`src/include/via_pkg.sv`:
```
// Purpose: Shared constants and types of the vectored interrupt acceptor
// Assumes: One 40 MHz clock; instruction boundaries are flagged by the sequencer
// Notes:   Source index 9 is the highest priority, index 0 the lowest
`default_nettype none
package via_pkg;
	localparam int N_SRC       = 10;
	localparam int PC_W        = 14;
	localparam int DATA_W      = 16;
	localparam int ADDR_W      = 2;
	localparam int ASTK_DEPTH  = 8;
	localparam int SP_W        = 3;
	localparam int WR_W        = 4;
	localparam int BANK_W      = 4;
	localparam int RP_W        = 7;
	localparam int PSW_W       = 5;
	localparam int SYS_W       = WR_W + BANK_W + RP_W + PSW_W;
	localparam int ISK_LEVELS  = 2;
	localparam int DEPTH_W     = 2;
	localparam int VIDX_W      = 4;

	// Instruction time and the interrupt cycle length derived from it
	localparam int CLK_PERIOD_NS  = 25;
	localparam int INSTR_TIME_NS  = 2000;
	localparam int IRQ_CYCLES     = INSTR_TIME_NS / CLK_PERIOD_NS;
	localparam int CNT_W          = 7;

	// Vector of source i is i plus this base
	localparam logic [PC_W-1:0]  VEC_BASE  = 14'h0001;
	localparam logic [SP_W-1:0]  SP_RESET  = 3'h0;

	// Register indices on the plain register port
	localparam logic [ADDR_W-1:0] REG_REQ  = 2'h0;
	localparam logic [ADDR_W-1:0] REG_EN   = 2'h1;
	localparam logic [ADDR_W-1:0] REG_STAT = 2'h2;

	// Status register field positions
	localparam int STAT_GE        = 0;
	localparam int STAT_ARM       = 1;
	localparam int STAT_DEPTH_LSB = 2;
	localparam int STAT_SP_LSB    = 4;
	localparam int STAT_BUSY      = 7;

	typedef enum logic [2:0] {
		ST_RUN,
		ST_DEC_SP,
		ST_PUSH_PC,
		ST_SAVE_SYS,
		ST_LOAD_VEC,
		ST_HOLD
	} via_state_e;
endpackage
`default_nettype wire

```
`src/core/via_core.sv`:
```
// Purpose: Global enable, daisy-chain acceptance, interrupt cycle and return
// Assumes: Instruction class inputs are valid while instr_done is high
// Notes:   Calls are pushed by the sequencer elsewhere; this block owns the stacks
//
// Summary of operation
// - Global enable gates every acceptance
// - Enable-all takes effect after next instruction
// - Mask-all clears global enable at once
// - Acceptance clears global enable
// - Redundant enable-all or mask-all changes nothing
// - Reset, clock-stop, chip-enable reset clear enable
// - Peripheral event sets its request flag
// - Pending is request and enable, gated globally
// - Accepted source clears flag, outputs vector
// - Daisy chain, remote pin highest, group0 lowest
// - Disabled source neither accepted nor blocking
// - Deferring instructions postpone acceptance one instruction
// - Request during enable-all waits next instruction
// - Interrupt cycle: clear, decrement, push, save, vector
// - Pushed address is next address to run
// - Save window, bank, pointer, status word
// - Vector loaded into program counter last
// - Return reloads PC, restores, increments pointer
// - Subroutine exits skip system register restore
// - Vectors fixed from 000AH down to 0001H
// - After save clear system registers except window
// - Two saved levels, third discards oldest
`default_nettype none
module via_core
	import via_pkg::*;
(
	input  wire logic                          mclk,
	input  wire logic                          rst_n,
	input  wire logic                          ce_reset,
	input  wire logic [via_pkg::N_SRC-1:0]     src_req,
	input  wire logic                          instr_done,
	input  wire logic                          enable_all_instr,
	input  wire logic                          mask_all_instr,
	input  wire logic                          clock_stop_instr,
	input  wire logic                          instr_defer,
	input  wire logic                          irq_return_instr,
	input  wire logic                          subroutine_exit,
	input  wire logic                          skip_subroutine_exit,
	input  wire logic [via_pkg::PC_W-1:0]      pc_next,
	input  wire logic [via_pkg::WR_W-1:0]      window_in,
	input  wire logic [via_pkg::BANK_W-1:0]    bank_in,
	input  wire logic [via_pkg::RP_W-1:0]      gp_reg_pointer_in,
	input  wire logic [via_pkg::PSW_W-1:0]     status_word_reg_in,
	input  wire logic [via_pkg::ADDR_W-1:0]    reg_addr,
	input  wire logic [via_pkg::DATA_W-1:0]    reg_wdata,
	input  wire logic                          reg_wr,
	input  wire logic                          reg_rd,
	output logic      [via_pkg::DATA_W-1:0]    reg_rdata,
	output logic                               global_irq_enable_ff,
	output logic                               irq_accept,
	output logic                               irq_cycle_busy,
	output logic                               pc_load,
	output logic      [via_pkg::PC_W-1:0]      pc_value,
	output logic                               sys_load,
	output logic      [via_pkg::WR_W-1:0]      window_out,
	output logic      [via_pkg::BANK_W-1:0]    bank_out,
	output logic      [via_pkg::RP_W-1:0]      gp_reg_pointer_out,
	output logic      [via_pkg::PSW_W-1:0]     status_word_reg_out
);
	import via_pkg::*;

	typedef struct packed {
		logic                                  ge;
		logic                                  armed;
		logic [N_SRC-1:0]                      req;
		logic [N_SRC-1:0]                      en;
		via_state_e                            state;
		logic [CNT_W-1:0]                      cnt;
		logic [SP_W-1:0]                       sp;
		logic [ASTK_DEPTH-1:0][PC_W-1:0]       astk;
		logic [DEPTH_W-1:0]                    depth;
		logic [ISK_LEVELS-1:0][SYS_W-1:0]      isk;
		logic [VIDX_W-1:0]                     vidx;
		logic [PC_W-1:0]                       pc_save;
		logic                                  accept;
		logic                                  busy;
		logic                                  pc_load;
		logic [PC_W-1:0]                       pc_value;
		logic                                  sys_load;
		logic [SYS_W-1:0]                      sys;
		logic [DATA_W-1:0]                     rdata;
	} via_state_s;

	via_state_s         q;
	via_state_s         next_q;
	logic [N_SRC-1:0]   pend;
	logic [N_SRC-1:0]   above;
	logic [N_SRC-1:0]   grant;
	logic               ge_eff;
	logic               ret_any;
	logic               take;
	logic [VIDX_W-1:0]  grant_idx;

	// Daisy chain: a pending source blocks everything below it
	genvar gi;
	generate
		for (gi = 0; gi < N_SRC; gi++) begin : g_chain
			assign pend[gi] = q.req[gi] & q.en[gi];
			if (gi == N_SRC - 1) begin : g_top
				assign above[gi] = 1'b0;
			end else begin : g_low
				assign above[gi] = above[gi+1] | pend[gi+1];
			end
			assign grant[gi] = take & pend[gi] & ~above[gi];
		end
	endgenerate

	// Armed enable-all lands at this boundary, so this boundary already counts
	assign ge_eff  = q.ge | q.armed;
	assign ret_any = irq_return_instr | subroutine_exit | skip_subroutine_exit;
	// Returns finishing now touch the stacks; acceptance waits a boundary
	assign take    = instr_done & (q.state == ST_RUN) & ~instr_defer
	                 & ~mask_all_instr & ~clock_stop_instr & ~ret_any & ~ce_reset
	                 & ge_eff & (|pend);

	always_comb begin
		grant_idx = '0;
		for (int i = 0; i < N_SRC; i++) begin
			if (grant[i]) begin
				grant_idx = VIDX_W'(i);
			end
		end
	end

	always_comb begin
		next_q          = q;
		next_q.accept   = 1'b0;
		next_q.pc_load  = 1'b0;
		next_q.sys_load = 1'b0;
		next_q.rdata    = '0;

		// Global enable flip-flop
		if (instr_done && q.armed) begin
			next_q.ge    = 1'b1;
			next_q.armed = 1'b0;
		end
		if (instr_done && enable_all_instr && !q.ge && !q.armed) begin
			next_q.armed = 1'b1;
		end
		if (mask_all_instr) begin
			next_q.ge    = 1'b0;
			next_q.armed = 1'b0;
		end
		if (take) begin
			next_q.ge    = 1'b0;
			next_q.armed = 1'b0;
		end
		if (clock_stop_instr || ce_reset) begin
			next_q.ge    = 1'b0;
			next_q.armed = 1'b0;
		end

		// Request flags: event set wins over write or acceptance clear
		if (take) begin
			next_q.req = q.req & ~grant;
		end
		if (reg_wr && reg_addr == REG_REQ) begin
			next_q.req = reg_wdata[N_SRC-1:0];
		end
		next_q.req = next_q.req | src_req;
		if (reg_wr && reg_addr == REG_EN) begin
			next_q.en = reg_wdata[N_SRC-1:0];
		end

		// Interrupt cycle sequencer
		if (q.state != ST_RUN) begin
			next_q.cnt = q.cnt + CNT_W'(1);
		end
		unique case (q.state)
			ST_RUN: begin
				if (take) begin
					next_q.accept  = 1'b1;
					next_q.busy    = 1'b1;
					next_q.cnt     = '0;
					next_q.vidx    = grant_idx;
					next_q.pc_save = pc_next;
					next_q.state   = ST_DEC_SP;
				end else if (instr_done && ret_any) begin
					next_q.pc_value = q.astk[q.sp];
					next_q.pc_load  = 1'b1;
					next_q.sp       = q.sp + SP_W'(1);
					if (irq_return_instr) begin
						next_q.sys      = q.isk[0];
						next_q.sys_load = 1'b1;
						next_q.isk[0]   = q.isk[1];
						next_q.isk[1]   = '0;
						if (q.depth != '0) begin
							next_q.depth = q.depth - DEPTH_W'(1);
						end
					end
				end
			end
			ST_DEC_SP: begin
				next_q.sp    = q.sp - SP_W'(1);
				next_q.state = ST_PUSH_PC;
			end
			ST_PUSH_PC: begin
				next_q.astk[q.sp] = q.pc_save;
				next_q.state      = ST_SAVE_SYS;
			end
			ST_SAVE_SYS: begin
				// Oldest level falls off; software must keep it itself
				next_q.isk[1] = q.isk[0];
				next_q.isk[0] = {window_in, bank_in, gp_reg_pointer_in,
				                 status_word_reg_in};
				if (q.depth != DEPTH_W'(ISK_LEVELS)) begin
					next_q.depth = q.depth + DEPTH_W'(1);
				end
				next_q.sys      = {window_in, {(SYS_W-WR_W){1'b0}}};
				next_q.sys_load = 1'b1;
				next_q.state    = ST_LOAD_VEC;
			end
			ST_LOAD_VEC: begin
				next_q.pc_value = PC_W'(q.vidx) + VEC_BASE;
				next_q.pc_load  = 1'b1;
				next_q.state    = ST_HOLD;
			end
			ST_HOLD: begin
				// Holds the sequencer for a full instruction time
				if (q.cnt == CNT_W'(IRQ_CYCLES - 1)) begin
					next_q.busy  = 1'b0;
					next_q.state = ST_RUN;
				end
			end
			default: next_q.state = ST_RUN;
		endcase

		// Chip-enable reset also clears the per-source flags
		if (ce_reset) begin
			next_q.req = src_req;
			next_q.en  = '0;
		end

		if (reg_rd) begin
			unique case (reg_addr)
				REG_REQ:  next_q.rdata = DATA_W'(q.req);
				REG_EN:   next_q.rdata = DATA_W'(q.en);
				REG_STAT: begin
					next_q.rdata[STAT_GE]  = q.ge;
					next_q.rdata[STAT_ARM] = q.armed;
					next_q.rdata[STAT_DEPTH_LSB +: DEPTH_W] = q.depth;
					next_q.rdata[STAT_SP_LSB +: SP_W]       = q.sp;
					next_q.rdata[STAT_BUSY] = q.busy;
				end
				default:  next_q.rdata = '0;
			endcase
		end
	end

	always_ff @(posedge mclk) begin
		if (!rst_n) begin
			q       <= '0;
			q.state <= ST_RUN;
			q.sp    <= SP_RESET;
		end else begin
			q <= next_q;
		end
	end

	assign reg_rdata            = q.rdata;
	assign global_irq_enable_ff = q.ge;
	assign irq_accept           = q.accept;
	assign irq_cycle_busy       = q.busy;
	assign pc_load              = q.pc_load;
	assign pc_value             = q.pc_value;
	assign sys_load             = q.sys_load;
	assign window_out           = q.sys[SYS_W-1 -: WR_W];
	assign bank_out             = q.sys[SYS_W-WR_W-1 -: BANK_W];
	assign gp_reg_pointer_out   = q.sys[PSW_W +: RP_W];
	assign status_word_reg_out  = q.sys[PSW_W-1:0];
endmodule
`default_nettype wire

```
`config.mk`:
```
export PLATFORM = sky130hd
export DESIGN_NAME = via_core
export DESIGN_NICKNAME = d
export VERILOG_FILES = /design/src/include/via_pkg.sv /design/src/core/via_core.sv
export SDC_FILE = /design/constraint.sdc
export NUM_CORES = 1
export LEC_CHECK = 0
export BUFFER_PORTS_ARGS = -buffer_cell sky130_fd_sc_hd__buf_2
export CORE_MARGIN = 1
export CORE_UTILIZATION = 45
export CTS_BUF_LIST = sky130_fd_sc_hd__clkbuf_4 sky130_fd_sc_hd__clkbuf_8
export DETAILED_ROUTE_END_ITERATION = 10
export PLACE_DENSITY = 0.67
export SLEW_MARGIN = 20
export SYNTH_ARGS = -nofsm -noshare
export SYNTH_HDL_FRONTEND = slang
export SYNTH_SLANG_ARGS = --single-unit
```
`constraint.sdc`:
```
create_clock -name mclk -period 2.1 [get_ports mclk]
set_clock_uncertainty 0.15 [all_clocks]
set_input_delay 0.21 -clock mclk [delete_from_list [all_inputs] [get_ports mclk]]
set_output_delay 0.21 -clock mclk [all_outputs]
set_load 0.005 [all_outputs]
```
Word-level counts from Yosys, hierarchy flattened --
Index checks and enable logic that the tools add are counted.
Storage, ports and cells: register bits 261, word-level logic and storage cells 193, bits of input ports 75, output and inout bits 55
Cells by class: bitwise operators 66, reductions and logical operators 32, order comparisons 2, add/sub/neg operators 6, eq/ne operators 16, multiplexer cells 44
Operator list (number):
- $mux W42 | 3
- $bwmux W112 | 1
- $pmux W42 S2 | 1
- $mux W36 | 2
- $bmux W14 S3 | 1
- $demux W14 S3 | 1
- $pmux W21 S2 | 1
- $mux W10 | 4
- $and A1 B1 Y1 | 37
- $pmux W15 S2 | 1
- $mux W14 | 2
- $pmux W8 S3 | 1
- $mux W21 | 1
- $mux W20 | 1
- $mux W4 | 5
- $pmux W3 S6 | 1
- $not A1 Y1 | 15
- $mux W7 | 2
- $mux W3 | 4
- $ne A2 B2 Y1 const B | 6
- $reduce_bool A2 Y1 | 6
- $or A1 B1 Y1 | 11
- $and A10 B10 Y10 | 1
- $mux W2 | 5
- other kinds (34) | 53

Logic depth before layout (Yosys ltp) --
word-level depth 20, mapped depth 8, depth with buffers taken out 6

Worst setup path after synthesis --
OpenSTA, ideal clock, no wires.
kind flip-flop to flip-flop, from register q[226] in the netlist's numbering, to register q[228] in the netlist's numbering, path slack -0.224 ns, period minus slack after synthesis 2.324 ns, data required time 1.822 ns, stages on the path, launching flop included 7, data arrival time 2.047 ns, library setup time 0.128 ns, buffers on the path 1, cells stage by stage dfxtp_1 > buf_1 > clkinv_1 > fa_1 > o31ai_1 > xnor2_1 > nor2_1
Between the ends: longest elaborated chain between the ends 4, elaborated cells between the ends (all ways) 5, those cells by class add/sub: 2; mux: 3
RTL lines:
- from (decl) | RTL line via_core.sv:89 | via_state_s q;
- from (signal assigned) | RTL line via_core.sv:261 | q <= next_q;
- $add A3 B1 Y3 | RTL line via_core.sv:186 | next_q.sp = q.sp + SP_W'(1);
- $mux W3 | RTL line via_core.sv:183 | end else if (instr_done && ret_any) begin
- $mux W3 | RTL line via_core.sv:176 | if (take) begin
- $pmux W3 S2 (*) | RTL line via_core.sv:174 | unique case (q.state)
Mark *: on every way between the ends. The rest lies on a longest branch, timed or not. The select of a mux whose other input is x is not followed. A chain may end at the register's enable or synchronous reset.

Worst setup path after layout --
from register q[237] in the netlist's numbering, to register q[63] in the netlist's numbering
Between the ends: longest elaborated chain between the ends 10
RTL lines:
- $logic_not A3 Y1 (*) | RTL line via_core.sv:117, via_core.sv:174
- $and A1 B1 Y1 (2 in a row) | RTL line via_core.sv:117 | assign take = instr_done & (q.state == ST_RUN) & ~instr_defer
- $and A1 B1 Y1 (4 in a row) | RTL line via_core.sv:118 | & ~mask_all_instr & ~clock_stop_instr & ~ret_any & ~ce_reset
- $and A1 B1 Y1 (2 in a row) | RTL line via_core.sv:119 | & ge_eff & (|pend);
- $reduce_and A2 Y1 (no source line) (*)
Mark *: on every way between the ends. The rest lies on a longest branch, timed or not.

==> results list <==
- The setup check on the worst reg-to-reg path leaves a slack of -0.08 ns.
- For the pin with the worst max-slew slack, the measured transition is 0.860 ns.
* Clock transition at the registers of the reported paths: 0.06 ns
- Mapped Cells: 1313
* Clock latency at the later pin of the worst-skew pair: 0.55 ns
- The worst register-to-register path ends at q[63]$_SDFFE_PN0P_.
- Clock tree synthesis selected as its root buffer the cell clkbuf_8.
- Min cycle time layout: 2.18 ns
* Number of primary I/O pins: 130
- Top flip-flop cell by instance count after synthesis: dfxtp_1
- Routed vias/inst: 5.61
* Depth of the worst hold-timing path: 5
* Inserted Clock Buffers: 43
- The run finished, with violations left.
* Required time of the critical path: 2.42 ns
- IR analysis of the VDD net gives a maximum drop of 0.000396 V.
- Hold slack: 0.114 ns
- Total wirelength of the detailed-routed design: 31800 um
- Final worst-path cycle share: 1.04
- Before antenna repair, the detailed router went through 5 iterations.
* Width of the die: 159 um
- The checks that failed: setup timing.
* Sort of element at the end of the critical path: flop
- Total power: 10.4 mW
- Largest fanout on the critical path: 6
- Averaged over all synthesized cells, the footprint is 8.45 um^2.
* F_max: 459 MHz
- Clock H-tree levels: 2
- The total area inside the core boundary comes to 24200 um^2.
* Area enclosed by the die boundary: 25300 um^2
- The congestion estimate from routability-driven global placement came to 0.842.
* Post-synthesis sequential element count: 255
- Fillers: 2134
* Count of endpoints failing setup in the final report: 15
- The number of failing hold endpoints at the final stage came to 0.
* Share of the yosys chip area belonging to registers: 0.460
- First-iteration detailed-routing DRC count: 971
* Area leader, netlist: dfxtp_1
- Warnings from Yosys: 0
* Power per cell area: 744 nW/um^2
- The clock passes through at most 3 buffers.
* Site row count: 57
- For this run the aggregate overflow at the end of global routing stands at 0.
* Setup Total Neg Slack: -0.547 ns
- Initial Utilization: 0.458
* Hold worst-path end: q[228]$_SDFFE_PN0P_
- The first global-routing pass estimated 51200 um of wire.
- Area fraction of the dominant cell type after synthesis: 0.460
- Most frequent cells in the layout: dfxtp_1, nand2_1, a21oi_1
- Clock tree from TritonCTS: done
- After detailed routing, the average wire length per cell comes to 17.4 um.
- Summing every instance area after synthesis gives 11100 um^2.
* Total count of max-transition violations in the final report: 0
- In this run the tool buffered the top-level ports with 117 buffer cells.
- Cell Area, Placed: 12200 um^2
- Compared with the post-synthesis result, the final layout area differs by 25.4%.
- From bottom edge to top edge, the die measures 159 um.
* Worst reg2reg path startpoint: q[237]$_SDFFE_PN0P_
- Measured in cells, the most critical reg-to-reg path has a length of 7.
* Final nets: 1560
- The multi-input combinational cells in the finished layout cover a total of 5280 um^2.
- Number of distinct library cell variants in the gate-level netlist after synthesis: 68
- Startpoint-to-endpoint class of the critical path: reg2reg
- Counting every sink on the clock net gives 255.
- Crit path arrival time: 2.50 ns
- Hold Path Class: in2reg
- Total routing usage reported by global routing: 0.247
- Number of global-route vias before repair: 9749
- Fraction of final layout cells with drive strength greater than 1: 0.234
- Core occupancy in the finished layout: 0.574
- The repair_antennas step left the layout with diodes totalling 0.
- Antenna violation net count after detailed routing: 0
- Summing over every cut layer, the via total after detailed routing is 10294.
- Worst hold path startpoint: skip_subroutine_exit
- Startpoint kind of the worst setup timing path: flop
- For this run, design rule violations remaining after detail routing come to 0.
* Async set-reset flop share out of synthesis: 0
* Sequential cell area: 5110 um^2
- Setup repair after global routing could not meet its margin everywhere.
- Half-perimeter wire length of the detailed placement result: 20400 um
* Leading cell type in the layout, fill and taps excluded: dfxtp_1
* Pin count of the biggest net entering global routing: 95
- The number of antenna violations at the first check in global routing was 0.
- Cell types with the largest area share after synthesis: dfxtp_1, nand2_1, a21oi_1
- In this run the tightest slew margin relative to its limit is 0.426.
- Summed over all cells, the static leakage comes to 5.12 nW.
- After routing the design area is 13900 um^2.
- Setup slack on the critical path of the routed design comes to -0.0798 ns.
- Yosys mapped a number of flops with a built-in enable equal to 0.
- Count of max-cap constraint violations: 0
==> critical path, cell delays in order (launching register included) <==
cell and delay, ns:
dfxtp_1 0.31, or4b_4 0.56, buf_12 0.15, nor4_4 0.32, buf_4 0.21, clkbuf_16 0.15, nand3_1 0.11, a21oi_1 0.14
==> logic make-up (layout without fill, tap and decap cells) <==
kind of cell,count (synthesis),after routing,synth area share
buf+inv,173,365,0.0777
compound gates,319,319,0.182
xor+xnor,10,10,0.00789
other cells,1,6,0.000338
flops,255,255,0.460
mux,51,51,0.0668
fa+ha+maj,3,3,0.00406
simple gates,501,501,0.202
==> layout make-up <==
cell class	instances	share of cell area
Tap cell	324	0.0291
Timing Repair Buffer	285	0.159
Clock inverter	10	0.00593
Multi-Input combinational cell	890	0.379
Clock buffer	63	0.0573
Sequential cell	255	0.367
Inverter	7	0.00225
==> report_power, final <==
part,switching (mW),internal (mW)
clock,1.97,2.55
combinational,0.458,0.393
sequential,0.0702,4.91
==> worst max-delay path by stage <==
stage,startpoint,endpoint,slack (ns),cells after the start
2_1_floorplan,q[237]$_SDFFE_PN0P_,q[258]$_SDFF_PN0_,-0.10,7
3_3_place_gp,instr_defer,q[256]$_SDFF_PN0_,-0.16,5
3_5_place_dp,instr_defer,q[59]$_SDFFE_PN0P_,-0.17,6
4_1_cts,q[236]$_SDFFE_PN0P_,q[66]$_SDFFE_PN0P_,-0.03,5
5_1_grt,q[236]$_SDFFE_PN0P_,q[231]$_SDFF_PN0_,-0.12,5
6_report,q[237]$_SDFFE_PN0P_,q[63]$_SDFFE_PN0P_,-0.08,7
==> synth_stat cells, drive strengths merged (11+ instances only) <==
cell and count:
a22oi 29, mux4 18, nor3 11, o21ai 26
a21oi 162, clkbuf 97, a22o 19, a311oi 28
dfxtp 255, buf 69, nor2b 11, mux2i 28
nand2 243, nor2 90, nand3 97
==> metrics by stage <==
stage | setup slack [ns] | cells
detailed placement | -0.169 | 1687
CTS | -0.0334 | 1829
global placement | -0.164 | 1687
finish | -0.0798 | 1834
floorplan | -0.104 | 1318
global route | -0.116 | 1834
==> flip-flops by register name (all words and copies together) (netlist names) <==
name                  cells
gp_reg_pointer_out        7
status_word_reg_out       5
bank_out                  4
pc_load                   1
sys_load                  1
pc_value                 14
irq_cycle_busy            1
reg_rdata                10
q                       206
global_irq_enable_ff      1
window_out                4
irq_accept                1
==> layer usage <==
layer / global-route usage / part of all wire / up-vias
met5: 0 / 0 / -
met4: 0.0918 / 0.032 / 0
met3: 0.0419 / 0.066 / 79
met2: 0.404 / 0.47 / 422
met1: 0.327 / 0.43 / 4869
li1: - / - / 4924
==> repair_timing <==
item,4_1_cts,5_1_grt
resized for setup,7,24
setup endpoints to repair,29,54
endpoints found under the hold margin,63,0
hold buffers,69,0
gates cloned,0,2
setup buffers,0,3
pin swaps,0,16
Note: power is estimated with default switching activity, not from simulation.
